**src/include/xmd_pkg.sv**
```systemverilog
// Shared constants and carriers for the translation-miss / debug entry unit
package xmd_pkg;

   // Register port geometry
   localparam int ADDR_W = 8;
   localparam int DATA_W = 32;

   // Register byte offsets
   localparam logic [7:0] OFF_MACH_STATE = 8'h00;
   localparam logic [7:0] OFF_SPC_NC = 8'h04;
   localparam logic [7:0] OFF_SST_NC = 8'h08;
   localparam logic [7:0] OFF_SPC_C = 8'h0C;
   localparam logic [7:0] OFF_SST_C = 8'h10;
   localparam logic [7:0] OFF_FAULT_ADDR = 8'h14;
   localparam logic [7:0] OFF_SYNDROME = 8'h18;
   localparam logic [7:0] OFF_VEC_PREFIX = 8'h1C;
   localparam logic [7:0] OFF_DBG_STATUS = 8'h20;
   localparam logic [7:0] OFF_IRQ_STATUS = 8'h24;
   localparam logic [7:0] OFF_IRQ_MASK = 8'h28;

   // Machine state bit positions
   localparam int MS_AUX_UNIT_ALLOW = 25;
   localparam int MS_AUX_UNIT_EXC_ALLOW = 19;
   localparam int MS_WAIT_STATE_ALLOW = 18;
   localparam int MS_CRITICAL_IRQ_ALLOW = 17;
   localparam int MS_EXTERNAL_IRQ_ALLOW = 15;
   localparam int MS_USER_LEVEL_FLAG = 14;
   localparam int MS_FLOAT_AVAIL = 13;
   localparam int MS_MACHINE_CHECK_ALLOW = 12;
   localparam int MS_FLOAT_EXC_MODE_LO = 11;
   localparam int MS_DBG_WAIT_ALLOW = 10;
   localparam int MS_DBG_IRQ_ALLOW = 9;
   localparam int MS_FLOAT_EXC_MODE_HI = 8;
   localparam int MS_INSTR_XLATE_ON = 5;
   localparam int MS_DATA_XLATE_ON = 4;

   // Bits cleared on a non-critical entry
   localparam logic [31:0] MS_CLR_NONCRIT =
      (32'h0000_0001 << MS_AUX_UNIT_ALLOW) |
      (32'h0000_0001 << MS_AUX_UNIT_EXC_ALLOW) |
      (32'h0000_0001 << MS_WAIT_STATE_ALLOW) |
      (32'h0000_0001 << MS_EXTERNAL_IRQ_ALLOW) |
      (32'h0000_0001 << MS_USER_LEVEL_FLAG) |
      (32'h0000_0001 << MS_FLOAT_AVAIL) |
      (32'h0000_0001 << MS_FLOAT_EXC_MODE_LO) |
      (32'h0000_0001 << MS_DBG_WAIT_ALLOW) |
      (32'h0000_0001 << MS_FLOAT_EXC_MODE_HI) |
      (32'h0000_0001 << MS_INSTR_XLATE_ON) |
      (32'h0000_0001 << MS_DATA_XLATE_ON);
   // Critical entry also drops the critical and debug enables
   localparam logic [31:0] MS_CLR_CRIT = MS_CLR_NONCRIT |
      (32'h0000_0001 << MS_CRITICAL_IRQ_ALLOW) |
      (32'h0000_0001 << MS_DBG_IRQ_ALLOW);

   // Syndrome bit positions
   localparam int SYN_STORE_FLAG = 23;
   localparam int SYN_MCHECK_INSTR_FLAG = 31;

   // Fixed low halves of the vectors
   localparam logic [15:0] VEC_LO_DMISS = 16'h1100;
   localparam logic [15:0] VEC_LO_IMISS = 16'h1200;
   localparam logic [15:0] VEC_LO_DEBUG = 16'h2000;

   // Values after reset
   localparam logic [31:0] RST_WORD = 32'h0000_0000;
   localparam logic [15:0] RST_VEC_PREFIX = 16'h0000;
   localparam logic [2:0] RST_IRQ = 3'h0;

   // Interrupt status bit positions
   localparam int IRQ_DMISS = 0;
   localparam int IRQ_IMISS = 1;
   localparam int IRQ_DEBUG = 2;

   // Debug events, also the layout of debug_event_status[7:0]
   typedef struct packed {
      logic branch_taken_event;
      logic data_addr_match_event;
      logic data_value_match_event;
      logic instr_addr_match_event;
      logic instr_complete_event;
      logic trap_event;
      logic fault_chain_event;
      logic unconditional_event;
   } xmd_dbg_ev_type;

   // Data access report from the pipeline and translation buffer
   typedef struct packed {
      logic valid;
      logic xlate_hit;
      logic is_store;
      logic [31:0] instr_pc;
      logic [31:0] eff_addr;
   } xmd_dacc_type;

   // Execution attempt report for an instruction fetch
   typedef struct packed {
      logic exec;
      logic xlate_hit;
      logic [31:0] instr_pc;
   } xmd_iacc_type;

   // Debug report from the debug event logic
   typedef struct packed {
      xmd_dbg_ev_type ev;
      logic [31:0] cur_pc;
      logic [31:0] next_pc;
      logic [31:0] first_vec;
   } xmd_dbg_type;

   // Entry chosen in one cycle
   typedef enum logic [2:0] {
      K_NONE = 3'b000,
      K_DEBUG = 3'b001,
      K_DMISS = 3'b010,
      K_IMISS = 3'b011,
      K_RET_CRIT = 3'b100,
      K_RET_NONCRIT = 3'b101
   } xmd_kind_type;

endpackage : xmd_pkg

```
**src/core/xmd_dbg_sel.sv**
```systemverilog
`timescale 1ns/10ps
// Picks the critical save address for a debug entry
module xmd_dbg_sel (
   input wire xmd_pkg::xmd_dbg_type dbg_in,
   input wire logic allow_in,
   output logic take_out,
   output logic [31:0] save_pc_out,
   output logic [7:0] status_set_out
);
   import xmd_pkg::*;

   // Event grouping and address choice
   always_comb begin
      take_out = allow_in && (dbg_in.ev != 8'h00);
      status_set_out = take_out ? dbg_in.ev : 8'h00;
      if (dbg_in.ev.branch_taken_event ||
          dbg_in.ev.data_addr_match_event ||
          dbg_in.ev.instr_addr_match_event ||
          dbg_in.ev.trap_event) begin
         // Synchronous, causing instruction
         save_pc_out = dbg_in.cur_pc;
      end else if (dbg_in.ev.data_value_match_event ||
                   dbg_in.ev.instr_complete_event) begin
         // Synchronous, following instruction
         save_pc_out = dbg_in.next_pc;
      end else if (dbg_in.ev.fault_chain_event) begin
         // Asynchronous, first vector
         save_pc_out = dbg_in.first_vec;
      end else begin
         // Asynchronous, next to execute
         save_pc_out = dbg_in.next_pc;
      end
   end

endmodule : xmd_dbg_sel

```
**src/core/xmd_irq_ctl.sv**
```systemverilog
`timescale 1ns/10ps
// Sticky entry status, mask and one level interrupt
module xmd_irq_ctl (
   input wire logic clk_in,
   input wire logic rst_n_in,
   input wire logic [2:0] event_in,
   input wire logic status_wr_in,
   input wire logic mask_wr_in,
   input wire logic [2:0] wdata_in,
   output logic [2:0] status_out,
   output logic [2:0] mask_out,
   output logic irq_out
);
   import xmd_pkg::*;

   // Write-one-clear; a new event wins over its clear
   always_ff @(posedge clk_in) begin
      if (!rst_n_in) begin
         status_out <= RST_IRQ;
      end else begin
         status_out <= (status_out &
            ~(status_wr_in ? wdata_in : 3'h0)) | event_in;
      end
   end

   // Mask register
   always_ff @(posedge clk_in) begin
      if (!rst_n_in) begin
         mask_out <= RST_IRQ;
      end else if (mask_wr_in) begin
         mask_out <= wdata_in;
      end
   end

   // Level output from the next status value
   always_ff @(posedge clk_in) begin
      if (!rst_n_in) begin
         irq_out <= 1'b0;
      end else begin
         irq_out <= |(((status_out &
            ~(status_wr_in ? wdata_in : 3'h0)) | event_in) &
            (mask_wr_in ? wdata_in : mask_out));
      end
   end

endmodule : xmd_irq_ctl

```
**src/core/xmd_entry_core.sv**
```systemverilog
// Our own choices: the register addresses and the address-and-strobe port.
`timescale 1ns/10ps
// How it works
// - Data access misses translation: raise entry
// - Data miss saves faulting instruction address
// - Data miss saves missed data address
// - Syndrome: store flag, keep mcheck, clear rest
// - Data miss precise, vector prefix plus 1100
// - Miss saves state, clears noncritical bit set
// - Executed fetch misses translation: raise entry
// - Instruction miss saves address, vector 1200
// - Six synchronous, two asynchronous debug events
// - Debug save address: causing or following
// - Chain: first vector; unconditional: next
// - Debug saves state, clears all but mcheck
// - Debug vectors to prefix plus 2000
// - Debug status records the causing event kind
// - Critical return restores address and state
// - Noncritical return restores address and state
module xmd_entry_core (
   input wire logic CLK_IN,
   input wire logic RST_N_IN,
   input wire xmd_pkg::xmd_dacc_type DACC_IN,
   input wire xmd_pkg::xmd_iacc_type IACC_IN,
   input wire xmd_pkg::xmd_dbg_type DBG_IN,
   input wire logic RET_CRIT_IN,
   input wire logic RET_NONCRIT_IN,
   input wire logic [7:0] REG_ADDR_IN,
   input wire logic [31:0] REG_WDATA_IN,
   input wire logic REG_WR_IN,
   input wire logic REG_RD_IN,
   output logic [31:0] REG_RDATA_OUT,
   output logic REDIRECT_OUT,
   output logic [31:0] NEW_PC_OUT,
   output logic [31:0] MACH_STATE_OUT,
   output logic IRQ_OUT
);
   import xmd_pkg::*;

   // Address match for one register offset
   function automatic logic reg_hit(input logic [7:0] addr,
                                    input logic [7:0] off);
      reg_hit = (addr == off);
   endfunction : reg_hit

   // Architectural registers
   logic [31:0] mach_state_r; // Live machine state
   logic [31:0] saved_pc_noncrit_r; // Noncritical return address
   logic [31:0] saved_state_noncrit_r; // Noncritical saved state
   logic [31:0] saved_pc_crit_r; // Critical return address
   logic [31:0] saved_state_crit_r; // Critical saved state
   logic [31:0] fault_data_addr_r; // Missed data address
   logic [31:0] exc_syndrome_r; // Syndrome bits
   logic [15:0] vector_prefix_r; // Upper half of all vectors
   logic [7:0] debug_event_status_r; // Sticky debug kinds
   logic redirect_r; // One-cycle redirect pulse
   logic [31:0] new_pc_r; // Redirect target
   logic [31:0] rdata_r; // Read answer

   // Decode and selection
   logic dmiss; // Data translation miss now
   logic imiss; // Instruction translation miss now
   logic dbg_take; // Debug entry possible now
   logic [31:0] dbg_save_pc; // Debug save address
   logic [7:0] dbg_set; // Debug status bits to set
   xmd_kind_type kind; // Chosen action this cycle
   logic [31:0] syndrome_nxt; // Syndrome for a data miss
   logic [2:0] irq_event; // Entry events to status
   logic [2:0] irq_status; // Sticky status
   logic [2:0] irq_mask; // Mask
   logic wr_irq_status; // Status write strobe
   logic wr_irq_mask; // Mask write strobe

   // Debug event grouping and saved address
   xmd_dbg_sel u_dbg_sel (
      .dbg_in(DBG_IN),
      .allow_in(mach_state_r[MS_DBG_IRQ_ALLOW]),
      .take_out(dbg_take),
      .save_pc_out(dbg_save_pc),
      .status_set_out(dbg_set)
   );

   // Miss detection from translation results
   always_comb begin
      // Data side: translation on and no matching entry
      dmiss = DACC_IN.valid && !DACC_IN.xlate_hit &&
              mach_state_r[MS_DATA_XLATE_ON];
      // Fetch side: only when execution is attempted
      imiss = IACC_IN.exec && !IACC_IN.xlate_hit &&
              mach_state_r[MS_INSTR_XLATE_ON];
   end

   // Priority: debug, data miss, fetch miss, returns
   always_comb begin
      if (dbg_take) begin
         // Critical entry beats everything
         kind = K_DEBUG;
      end else if (dmiss) begin
         // Older data access before the fetch
         kind = K_DMISS;
      end else if (imiss) begin
         // Fetch miss
         kind = K_IMISS;
      end else if (RET_CRIT_IN) begin
         // Return from critical entry
         kind = K_RET_CRIT;
      end else if (RET_NONCRIT_IN) begin
         // Return from noncritical entry
         kind = K_RET_NONCRIT;
      end else begin
         // Nothing to do
         kind = K_NONE;
      end
   end

   // Syndrome for a data miss
   always_comb begin
      syndrome_nxt = RST_WORD;
      syndrome_nxt[SYN_MCHECK_INSTR_FLAG] =
         exc_syndrome_r[SYN_MCHECK_INSTR_FLAG];
      syndrome_nxt[SYN_STORE_FLAG] = DACC_IN.is_store;
   end

   // Register write strobes for the interrupt block
   always_comb begin
      wr_irq_status = REG_WR_IN &&
                      reg_hit(REG_ADDR_IN, OFF_IRQ_STATUS);
      wr_irq_mask = REG_WR_IN && reg_hit(REG_ADDR_IN, OFF_IRQ_MASK);
      irq_event = 3'h0;
      irq_event[IRQ_DMISS] = (kind == K_DMISS);
      irq_event[IRQ_IMISS] = (kind == K_IMISS);
      irq_event[IRQ_DEBUG] = (kind == K_DEBUG);
   end

   // Sticky entry status and interrupt output
   xmd_irq_ctl u_irq_ctl (
      .clk_in(CLK_IN),
      .rst_n_in(RST_N_IN),
      .event_in(irq_event),
      .status_wr_in(wr_irq_status),
      .mask_wr_in(wr_irq_mask),
      .wdata_in(REG_WDATA_IN[2:0]),
      .status_out(irq_status),
      .mask_out(irq_mask),
      .irq_out(IRQ_OUT)
   );

   // Machine state: entries clear, returns restore
   always_ff @(posedge CLK_IN) begin
      if (!RST_N_IN) begin
         mach_state_r <= RST_WORD;
      end else begin
         unique case (kind)
            K_DEBUG: begin
               // Only machine check allow survives
               mach_state_r <= mach_state_r & ~MS_CLR_CRIT;
            end
            K_DMISS, K_IMISS: begin
               // Critical, mcheck and debug interrupt allows survive
               mach_state_r <= mach_state_r & ~MS_CLR_NONCRIT;
            end
            K_RET_CRIT: begin
               // Restore from critical copy
               mach_state_r <= saved_state_crit_r;
            end
            K_RET_NONCRIT: begin
               // Restore from noncritical copy
               mach_state_r <= saved_state_noncrit_r;
            end
            K_NONE: begin
               // Software write when nothing is taken
               if (REG_WR_IN &&
                   reg_hit(REG_ADDR_IN, OFF_MACH_STATE)) begin
                  mach_state_r <= REG_WDATA_IN;
               end
            end
         endcase
      end
   end

   // Noncritical save pair
   always_ff @(posedge CLK_IN) begin
      if (!RST_N_IN) begin
         saved_pc_noncrit_r <= RST_WORD;
         saved_state_noncrit_r <= RST_WORD;
      end else if (kind == K_DMISS) begin
         // Instruction whose data address missed
         saved_pc_noncrit_r <= DACC_IN.instr_pc;
         saved_state_noncrit_r <= mach_state_r;
      end else if (kind == K_IMISS) begin
         // Instruction whose fetch missed
         saved_pc_noncrit_r <= IACC_IN.instr_pc;
         saved_state_noncrit_r <= mach_state_r;
      end else if (REG_WR_IN) begin
         // Software access to the pair
         if (reg_hit(REG_ADDR_IN, OFF_SPC_NC)) begin
            saved_pc_noncrit_r <= REG_WDATA_IN;
         end
         if (reg_hit(REG_ADDR_IN, OFF_SST_NC)) begin
            saved_state_noncrit_r <= REG_WDATA_IN;
         end
      end
   end

   // Critical save pair
   always_ff @(posedge CLK_IN) begin
      if (!RST_N_IN) begin
         saved_pc_crit_r <= RST_WORD;
         saved_state_crit_r <= RST_WORD;
      end else if (kind == K_DEBUG) begin
         // Address depends on the debug event kind
         saved_pc_crit_r <= dbg_save_pc;
         saved_state_crit_r <= mach_state_r;
      end else if (REG_WR_IN) begin
         // Software access to the pair
         if (reg_hit(REG_ADDR_IN, OFF_SPC_C)) begin
            saved_pc_crit_r <= REG_WDATA_IN;
         end
         if (reg_hit(REG_ADDR_IN, OFF_SST_C)) begin
            saved_state_crit_r <= REG_WDATA_IN;
         end
      end
   end

   // Fault address and syndrome
   always_ff @(posedge CLK_IN) begin
      if (!RST_N_IN) begin
         fault_data_addr_r <= RST_WORD;
         exc_syndrome_r <= RST_WORD;
      end else if (kind == K_DMISS) begin
         // Capture the failed access
         fault_data_addr_r <= DACC_IN.eff_addr;
         exc_syndrome_r <= syndrome_nxt;
      end else if (REG_WR_IN) begin
         // Software access
         if (reg_hit(REG_ADDR_IN, OFF_FAULT_ADDR)) begin
            fault_data_addr_r <= REG_WDATA_IN;
         end
         if (reg_hit(REG_ADDR_IN, OFF_SYNDROME)) begin
            exc_syndrome_r <= REG_WDATA_IN;
         end
      end
   end

   // Vector prefix, software only
   always_ff @(posedge CLK_IN) begin
      if (!RST_N_IN) begin
         vector_prefix_r <= RST_VEC_PREFIX;
      end else if (REG_WR_IN &&
                   reg_hit(REG_ADDR_IN, OFF_VEC_PREFIX)) begin
         vector_prefix_r <= REG_WDATA_IN[15:0];
      end
   end

   // Debug status: set wins over write-one-clear
   always_ff @(posedge CLK_IN) begin
      if (!RST_N_IN) begin
         debug_event_status_r <= RST_WORD[7:0];
      end else begin
         debug_event_status_r <= (debug_event_status_r &
            ~((REG_WR_IN && reg_hit(REG_ADDR_IN, OFF_DBG_STATUS)) ?
              REG_WDATA_IN[7:0] : 8'h00)) |
            ((kind == K_DEBUG) ? dbg_set : 8'h00);
      end
   end

   // Program counter redirect, same edge as all saves
   always_ff @(posedge CLK_IN) begin
      if (!RST_N_IN) begin
         redirect_r <= 1'b0;
         new_pc_r <= RST_WORD;
      end else begin
         redirect_r <= (kind != K_NONE);
         unique case (kind)
            K_DEBUG: begin
               // Debug vector
               new_pc_r <= {vector_prefix_r, VEC_LO_DEBUG};
            end
            K_DMISS: begin
               // Data miss vector
               new_pc_r <= {vector_prefix_r, VEC_LO_DMISS};
            end
            K_IMISS: begin
               // Fetch miss vector
               new_pc_r <= {vector_prefix_r, VEC_LO_IMISS};
            end
            K_RET_CRIT: begin
               // Resume at critical return address
               new_pc_r <= saved_pc_crit_r;
            end
            K_RET_NONCRIT: begin
               // Resume at noncritical return address
               new_pc_r <= saved_pc_noncrit_r;
            end
            K_NONE: begin
               // Hold the last target
               new_pc_r <= new_pc_r;
            end
         endcase
      end
   end

   // Read answer, valid only in the cycle after the strobe
   always_ff @(posedge CLK_IN) begin
      if (!RST_N_IN) begin
         rdata_r <= RST_WORD;
      end else if (!REG_RD_IN) begin
         rdata_r <= RST_WORD;
      end else begin
         unique case (REG_ADDR_IN)
            OFF_MACH_STATE: rdata_r <= mach_state_r;
            OFF_SPC_NC: rdata_r <= saved_pc_noncrit_r;
            OFF_SST_NC: rdata_r <= saved_state_noncrit_r;
            OFF_SPC_C: rdata_r <= saved_pc_crit_r;
            OFF_SST_C: rdata_r <= saved_state_crit_r;
            OFF_FAULT_ADDR: rdata_r <= fault_data_addr_r;
            OFF_SYNDROME: rdata_r <= exc_syndrome_r;
            OFF_VEC_PREFIX: rdata_r <= {16'h0000, vector_prefix_r};
            OFF_DBG_STATUS: rdata_r <= {24'h00_0000, debug_event_status_r};
            OFF_IRQ_STATUS: rdata_r <= {29'h0000_0000, irq_status};
            OFF_IRQ_MASK: rdata_r <= {29'h0000_0000, irq_mask};
            default: rdata_r <= RST_WORD; // Unmapped reads zero
         endcase
      end
   end

   // Outputs straight from flops
   assign REG_RDATA_OUT = rdata_r;
   assign REDIRECT_OUT = redirect_r;
   assign NEW_PC_OUT = new_pc_r;
   assign MACH_STATE_OUT = mach_state_r;

endmodule : xmd_entry_core

```
**config.mk**
```make
export PLATFORM = sky130hd
export DESIGN_NAME = xmd_entry_core
export DESIGN_NICKNAME = d
export VERILOG_FILES = /design/src/include/xmd_pkg.sv /design/src/core/xmd_dbg_sel.sv /design/src/core/xmd_irq_ctl.sv /design/src/core/xmd_entry_core.sv
export SDC_FILE = /design/constraint.sdc
export NUM_CORES = 1
export LEC_CHECK = 0
export BUFFER_PORTS_ARGS = -buffer_cell sky130_fd_sc_hd__buf_2
export CELL_PAD_IN_SITES_DETAIL_PLACEMENT = 1
export CELL_PAD_IN_SITES_GLOBAL_PLACEMENT = 1
export CORE_MARGIN = 3
export CORE_UTILIZATION = 41
export DETAILED_ROUTE_END_ITERATION = 6
export HOLD_SLACK_MARGIN = 0.03
export PLACE_DENSITY = 0.87
export SKIP_CTS_REPAIR_TIMING = 1
export SYNTH_ARGS = -nofsm -noshare
export SYNTH_HDL_FRONTEND = slang
export SYNTH_HIERARCHICAL = 1
export SYNTH_SLANG_ARGS = --single-unit
```
**constraint.sdc**
```tcl
create_clock -name CLK_IN -period 2.8 [get_ports CLK_IN]
set_input_delay 0.28 -clock CLK_IN [delete_from_list [all_inputs] [get_ports CLK_IN]]
set_output_delay 0.28 -clock CLK_IN [all_outputs]
set_load 0.1 [all_outputs]
```
=== Yosys cells after proc, flatten, opt, wreduce, memory -nomap -nowiden ===
Index checks and enable logic that the tools add are counted.

* Bits in registers: 320
* Bits of input ports: 251
* Logic and storage cells: 126

* Eq/ne operators: 16
* Bitwise logic cells: 11
* Reduce and logical (&&, ||, !) cells: 43
* Muxes and demuxes: 37

{| class="wikitable"
|+ Operators with widths
! kind !! count
|-
| 2-to-1 mux 32 bit || 21
|-
| one-hot mux 32 bit (11 select lines) || 1
|-
| one-hot mux 32 bit (5 select lines) || 2
|-
| 2-to-1 mux 24 bit || 3
|-
| == test 8 x 5 -> 1 bit, second input constant || 4
|-
| == test 8 x 6 -> 1 bit, second input constant || 3
|-
| 2-to-1 mux 8 bit || 3
|-
| 2-to-1 mux 3 bit || 7
|-
| AND reduction 2 bit || 9
|-
| == test 8 x 4 -> 1 bit, second input constant || 2
|-
| nonzero test 2 bit || 6
|-
| nonzero test 3 bit || 4
|-
| logical AND 1 bit || 10
|-
| bitwise AND 8 bit || 1
|-
| == test 8 x 3 -> 1 bit, second input constant || 1
|-
| logical NOT 8 bit || 1
|-
| NOT 8 bit || 1
|-
| bitwise OR 8 bit || 1
|-
| nonzero test 8 bit || 1
|-
| bitwise AND 3 bit || 2
|-
| == test 3 x 2 -> 1 bit, second input constant || 2
|-
| == test 3 bit, second input constant || 2
|-
| AND reduction 3 bit || 2
|-
| logical OR 1 bit || 4
|-
| 9 further kinds || 14
|}

=== Depth between registers and ports, before layout ===
* Depth in word-level cells: 10
* Depth in mapped cells: 11
* Mapped depth without buffers: 7

=== Modules after synthesis ===
Netlist, hierarchy kept.

{| class="wikitable"
|+ Modules (own cells, without submodules)
! module !! area each (µm²) !! cells each !! times used
|-
| xmd_entry_core || 16034.1 || 1953 || 1
|-
| xmd_dbg_sel || 762.0 || 155 || 1
|-
| xmd_irq_ctl || 261.5 || 26 || 1
|}

=== Worst setup path before layout ===
Ideal clock, no wire load.

* Path kind: register to register
* From: reg mach_state_r[9] (netlist: MACH_STATE_OUT[9])
* To: reg saved_state_noncrit_r[23]
* Data required time: 2729 ps
* Arrival: 2537 ps
* Period minus slack after synthesis: 2608 ps
* Cell stages (with the launch flop): 9
* Slack: 192 ps
* Path through: dfxtp_1 a21boi_1 buf_2 inv_1 o21ai_0 clkbuf_1 clkbuf_1 o21ai_0 a21oi_1

* Longest elaborated chain between the ends: 5
* Elaborated cells on any way between the ends: 9

{| class="wikitable"
|+ Ends and longest elaborated chain
! element !! RTL line !! source
|-
| start, declared || xmd_entry_core.sv:47 || <nowiki>logic [31:0] mach_state_r;</nowiki>
|-
| start signal, assigned || xmd_entry_core.sv:156 || <nowiki>mach_state_r <= mach_state_r & ~MS_CLR_CRIT;</nowiki>
|-
| start signal, assigned || xmd_entry_core.sv:160 || <nowiki>mach_state_r <= mach_state_r & ~MS_CLR_NONCRIT;</nowiki>
|-
| start signal, assigned || xmd_entry_core.sv:164 || <nowiki>mach_state_r <= saved_state_crit_r;</nowiki>
|-
| logical AND 1 bit * || xmd_dbg_sel.sv:14 || <nowiki>take_out = allow_in && (dbg_in.ev != 8'h00);</nowiki>
|-
| named net dbg_take || xmd_entry_core.sv:63 || <nowiki>logic dbg_take;</nowiki>
|-
| 2-to-1 mux 3 bit * || xmd_entry_core.sv:95 || <nowiki>if (dbg_take) begin</nowiki>
|-
| == test 3 x 2 -> 1 bit (on tied branches) || xmd_entry_core.sv:186, xmd_entry_core.sv:190 ||
|-
| nonzero test 3 bit (no line) or 2-to-1 mux 32 bit (tied branches) || n/a ||
|-
| AND reduction 2 bit (no line) or 2-to-1 mux 32 bit (tied branches) || n/a ||
|-
| end signal, assigned || xmd_entry_core.sv:189 || <nowiki>saved_state_noncrit_r <= mach_state_r;</nowiki>
|-
| end signal, assigned || xmd_entry_core.sv:193 || <nowiki>saved_state_noncrit_r <= mach_state_r;</nowiki>
|-
| end, declared || xmd_entry_core.sv:49 || <nowiki>logic [31:0] saved_state_noncrit_r;</nowiki>
|}

The timed path passes the listed nets; every way through them passes the cells marked *.
A chain may end at the register's enable or synchronous reset.

=== Worst setup path after layout ===
* From: reg mach_state_r[5] (netlist: MACH_STATE_OUT[5])
* To: reg saved_state_noncrit_r[19]

* Longest elaborated chain between the ends: 7
* Elaborated cells on any way between the ends: 11

{| class="wikitable"
|+ Ends and longest elaborated chain
! element !! RTL line !! source
|-
| logical AND 1 bit * || xmd_entry_core.sv:89 || <nowiki>imiss = IACC_IN.exec && !IACC_IN.xlate_hit &&</nowiki>
|-
| 2-to-1 mux 3 bit * || xmd_entry_core.sv:101 || <nowiki>end else if (imiss) begin</nowiki>
|-
| 2-to-1 mux 3 bit * || xmd_entry_core.sv:98 || <nowiki>end else if (dmiss) begin</nowiki>
|-
| 2-to-1 mux 3 bit * || xmd_entry_core.sv:95 ||
|-
| == test 3 x 2 -> 1 bit (on tied branches) || xmd_entry_core.sv:186, xmd_entry_core.sv:190 ||
|-
| nonzero test 3 bit (no line) or 2-to-1 mux 32 bit (tied branches) || n/a ||
|-
| AND reduction 2 bit (no line) or 2-to-1 mux 32 bit (tied branches) || n/a ||
|}

Every way passes the cells marked *; elsewhere a longest branch is shown, timed or not.

==> results.cfg <==
[timing]
timing.setup.tns_ps = 0
min_period_ps = 2461
finClkSkew_ps = 9.181
setup_ws_ps = 338.6
hold_violations = 0
slew_headroom = 0.2349
setup_viol = 0
maxSlewViolCount = 0
rsz0062_at_grt = false
hold_slack_ps = 35.23
fmax_mhz = 406.3
post-route-period-util = 0.8791
tightest_slew_ps = 1148

[worst_setup_path]
cp-start-kind = flip-flop
worstPathBufferInverterCount = 2
cp_max_fo = 65
cp_top_family = flip-flops
critPathRequiredTime_ps = 3180
reg2reg_slack_ps = 340
crit_path_cell_trace = and3b_1 -> buf_12 -> o21ai_4 -> buf_4 -> o21ai_0 -> a21oi_1
arrival_ps = 2840
cp_slowest_cell = dfxtp_1
cp-end-kind = flip-flop
slowest_delay_ps = 680
worst-setup-path-type = flip-flop to flip-flop

[layout]
area_growth_pct = 20.23
fin_nets = 2643
fillers = 5052
ff_latch_area_sq_mm = 0.006406
drive_gt1_frac = 0.2299
multiInputGateArea_sq_mm = 0.009562

[grt]
top_usage_layer = met2
gr-total-overflow = 0
grtUsageMet1 = 0.4853
grt_pass1_vias = 18517
met2_usage = 0.5559
grt_pass1_wl_microns = 119400
track_usage = 0.3522
antenna_found_initial = 3
grt_start_max_net_pins = 66
met3_usage = 0.07948

[yosys]
synth_cell_types = 68
synth_seq_cells = 320
synth_compound_area_frac = 0.2666
yosysMostFrequentCell = nand2_1
synthMuxAreaShare = 0.1368
avgSynthCellArea_sq_um = 7.993
syn-cell-area_sq_mm = 0.01706
synth_nets = 2385
synth-seq-area-share = 0.3756
synth_top_area_frac = 0.3756
async_flop_share = 0
synth_fa_ha_area_frac = 0
synth_top_area_cell = dfxtp_1
synth_top_family_by_area = compound AO/OA/AOI/OAI gates
synth_edf_count = 0
yosys-top-cells-count = nand2_1, a21oi_1, dfxtp_1, o21ai_0, mux2i_1
ys_warn_count = 6
synth.area.top_cells = dfxtp_1, mux2i_1, a21oi_1
syn_inst = 2134
synth_xor_area_frac = 0
synth-simple-area-share = 0.1522
synthFlopType = dfxtp_1

[drt]
drt_pass1_iterations = 5
wl_per_cell_microns = 27.46
via_count = 18401
detail_route.wirelength_microns = 80940
vias_per_cell = 6.244
drtIter0Drc = 2171
drtAntennaViolNets = 0
drc_errors = 0

[cts]
clk_path_buf_depth = 3
path_clk_slew_ps = 60
insertion_delay_ps = 530
numClockSinks = 320
htree_num_levels = 2
tritoncts = built
cts_buffers = 37
cts-root-buf = clkbuf_16

[hold_path]
hp-class = primary input to flip-flop

[run_status]
outcome = completed

[floorplanning]
die_w_microns = 210.0
fp.dieH_microns = 210.0
start_util = 0.4168
io_pins = 349
core_sq_mm = 0.04092
row_count = 74
die_area_sq_mm = 0.04409

[power]
leakage_nw = 8.781
pwr_density_cell_mw_per_mm2 = 545.1
ir_worst_vdd_uv = 301.9

[place]
place_ws_ps = 201.3
port_buffers = 348
dp_hpwl_microns = 58910
gp_congestion = 0.9573

[run]
maxCapViolations = 0
metrics by stage:
step                utilization  std cells  power [mW]  cell area [sq um]
floorplan                     -       2134       5.778              17060
global route             0.5011       2946       11.49              20510
CTS                      0.5011       2946       11.16              20510
detailed placement       0.4725       2885       6.445              19340
finish                   0.5011       2947       11.18              20510
global placement         0.4725       2885       6.401              19340
placed cells by master, fill, tap and decap left out, drive strengths merged, types with 25 or more instances in the layout:
| cell | count |
|---|---|
| o221a | 30 |
| a22o | 39 |
| buf | 440 |
| a22oi | 44 |
| nand2 | 333 |
| inv | 40 |
| o21ai | 221 |
| nand3 | 56 |
| clkbuf | 55 |
| mux2 | 25 |
| mux2i | 196 |
| nor2 | 79 |
| dfxtp | 320 |
| a21oi | 324 |
| a31oi | 38 |
registers in the layout, summed over array words and instances (netlist names):
register	cells
fault_data_addr_r	32
u_irq_ctl/mask_out	3
saved_state_crit_r	32
saved_pc_crit_r	32
debug_event_status_r	8
exc_syndrome_r	32
saved_pc_noncrit_r	32
MACH_STATE_OUT	32
saved_state_noncrit_r	32
NEW_PC_OUT	32
vector_prefix_r	16
u_irq_ctl/status_out	3
REDIRECT_OUT	1
REG_RDATA_OUT	32
u_irq_ctl/irq_out	1
report_power, final:
part | internal [mW] | switching [mW] | leakage, nW
logic | 0.470 | 1.08 | 5.62
clock network | 2.78 | 2.01 | 0.576
registers | 4.68 | 0.160 | 2.59
logic make-up (layout without fill, tap and decap cells):
group / after synthesis / count (layout)
buffers and inverters: 261 / 541
AND/OR/NAND/NOR: 566 / 566
flip-flops: 320 / 320
multiplexers: 225 / 225
AO/OA/AOI/OAI: 762 / 762
other: 0 / 1
path summary, 6_finish.rpt:
check	startpoint	cells past startpoint	end
worst max-delay path	MACH_STATE_OUT[5]	6	saved_state_noncrit_r[19]
worst min-delay path	DACC_IN[31]	3	fault_data_addr_r[31]
worst max register to register	MACH_STATE_OUT[5]	6	saved_state_noncrit_r[19]
worst min register to register	exc_syndrome_r[19]	2	exc_syndrome_r[19]
metal layers:
layer,vias to the layer above,routed length (microns)
met4,4,2434
met2,1019,36510
met5,-,27
met1,9029,33540
li1,8171,-
met3,178,8423
worst reg2reg max path, cell delays in order (launching register included):
cell	delay, ps
dfxtp_1	680
and3b_1	470
buf_12	240
o21ai_4	90
buf_4	370
o21ai_0	360
a21oi_1	90
final cells by class:
cell class | instances | area share
Antenna cell | 1 | 0.0001220
Inverter | 40 | 0.007382
Clock inverter | 6 | 0.002074
Clock buffer | 55 | 0.05491
Multi-Input combinational cell | 1553 | 0.4662
Timing Repair Buffer | 440 | 0.1245
Sequential cell | 320 | 0.3124
Tap cell | 532 | 0.03246
Note: power is estimated with default switching activity, not from simulation.
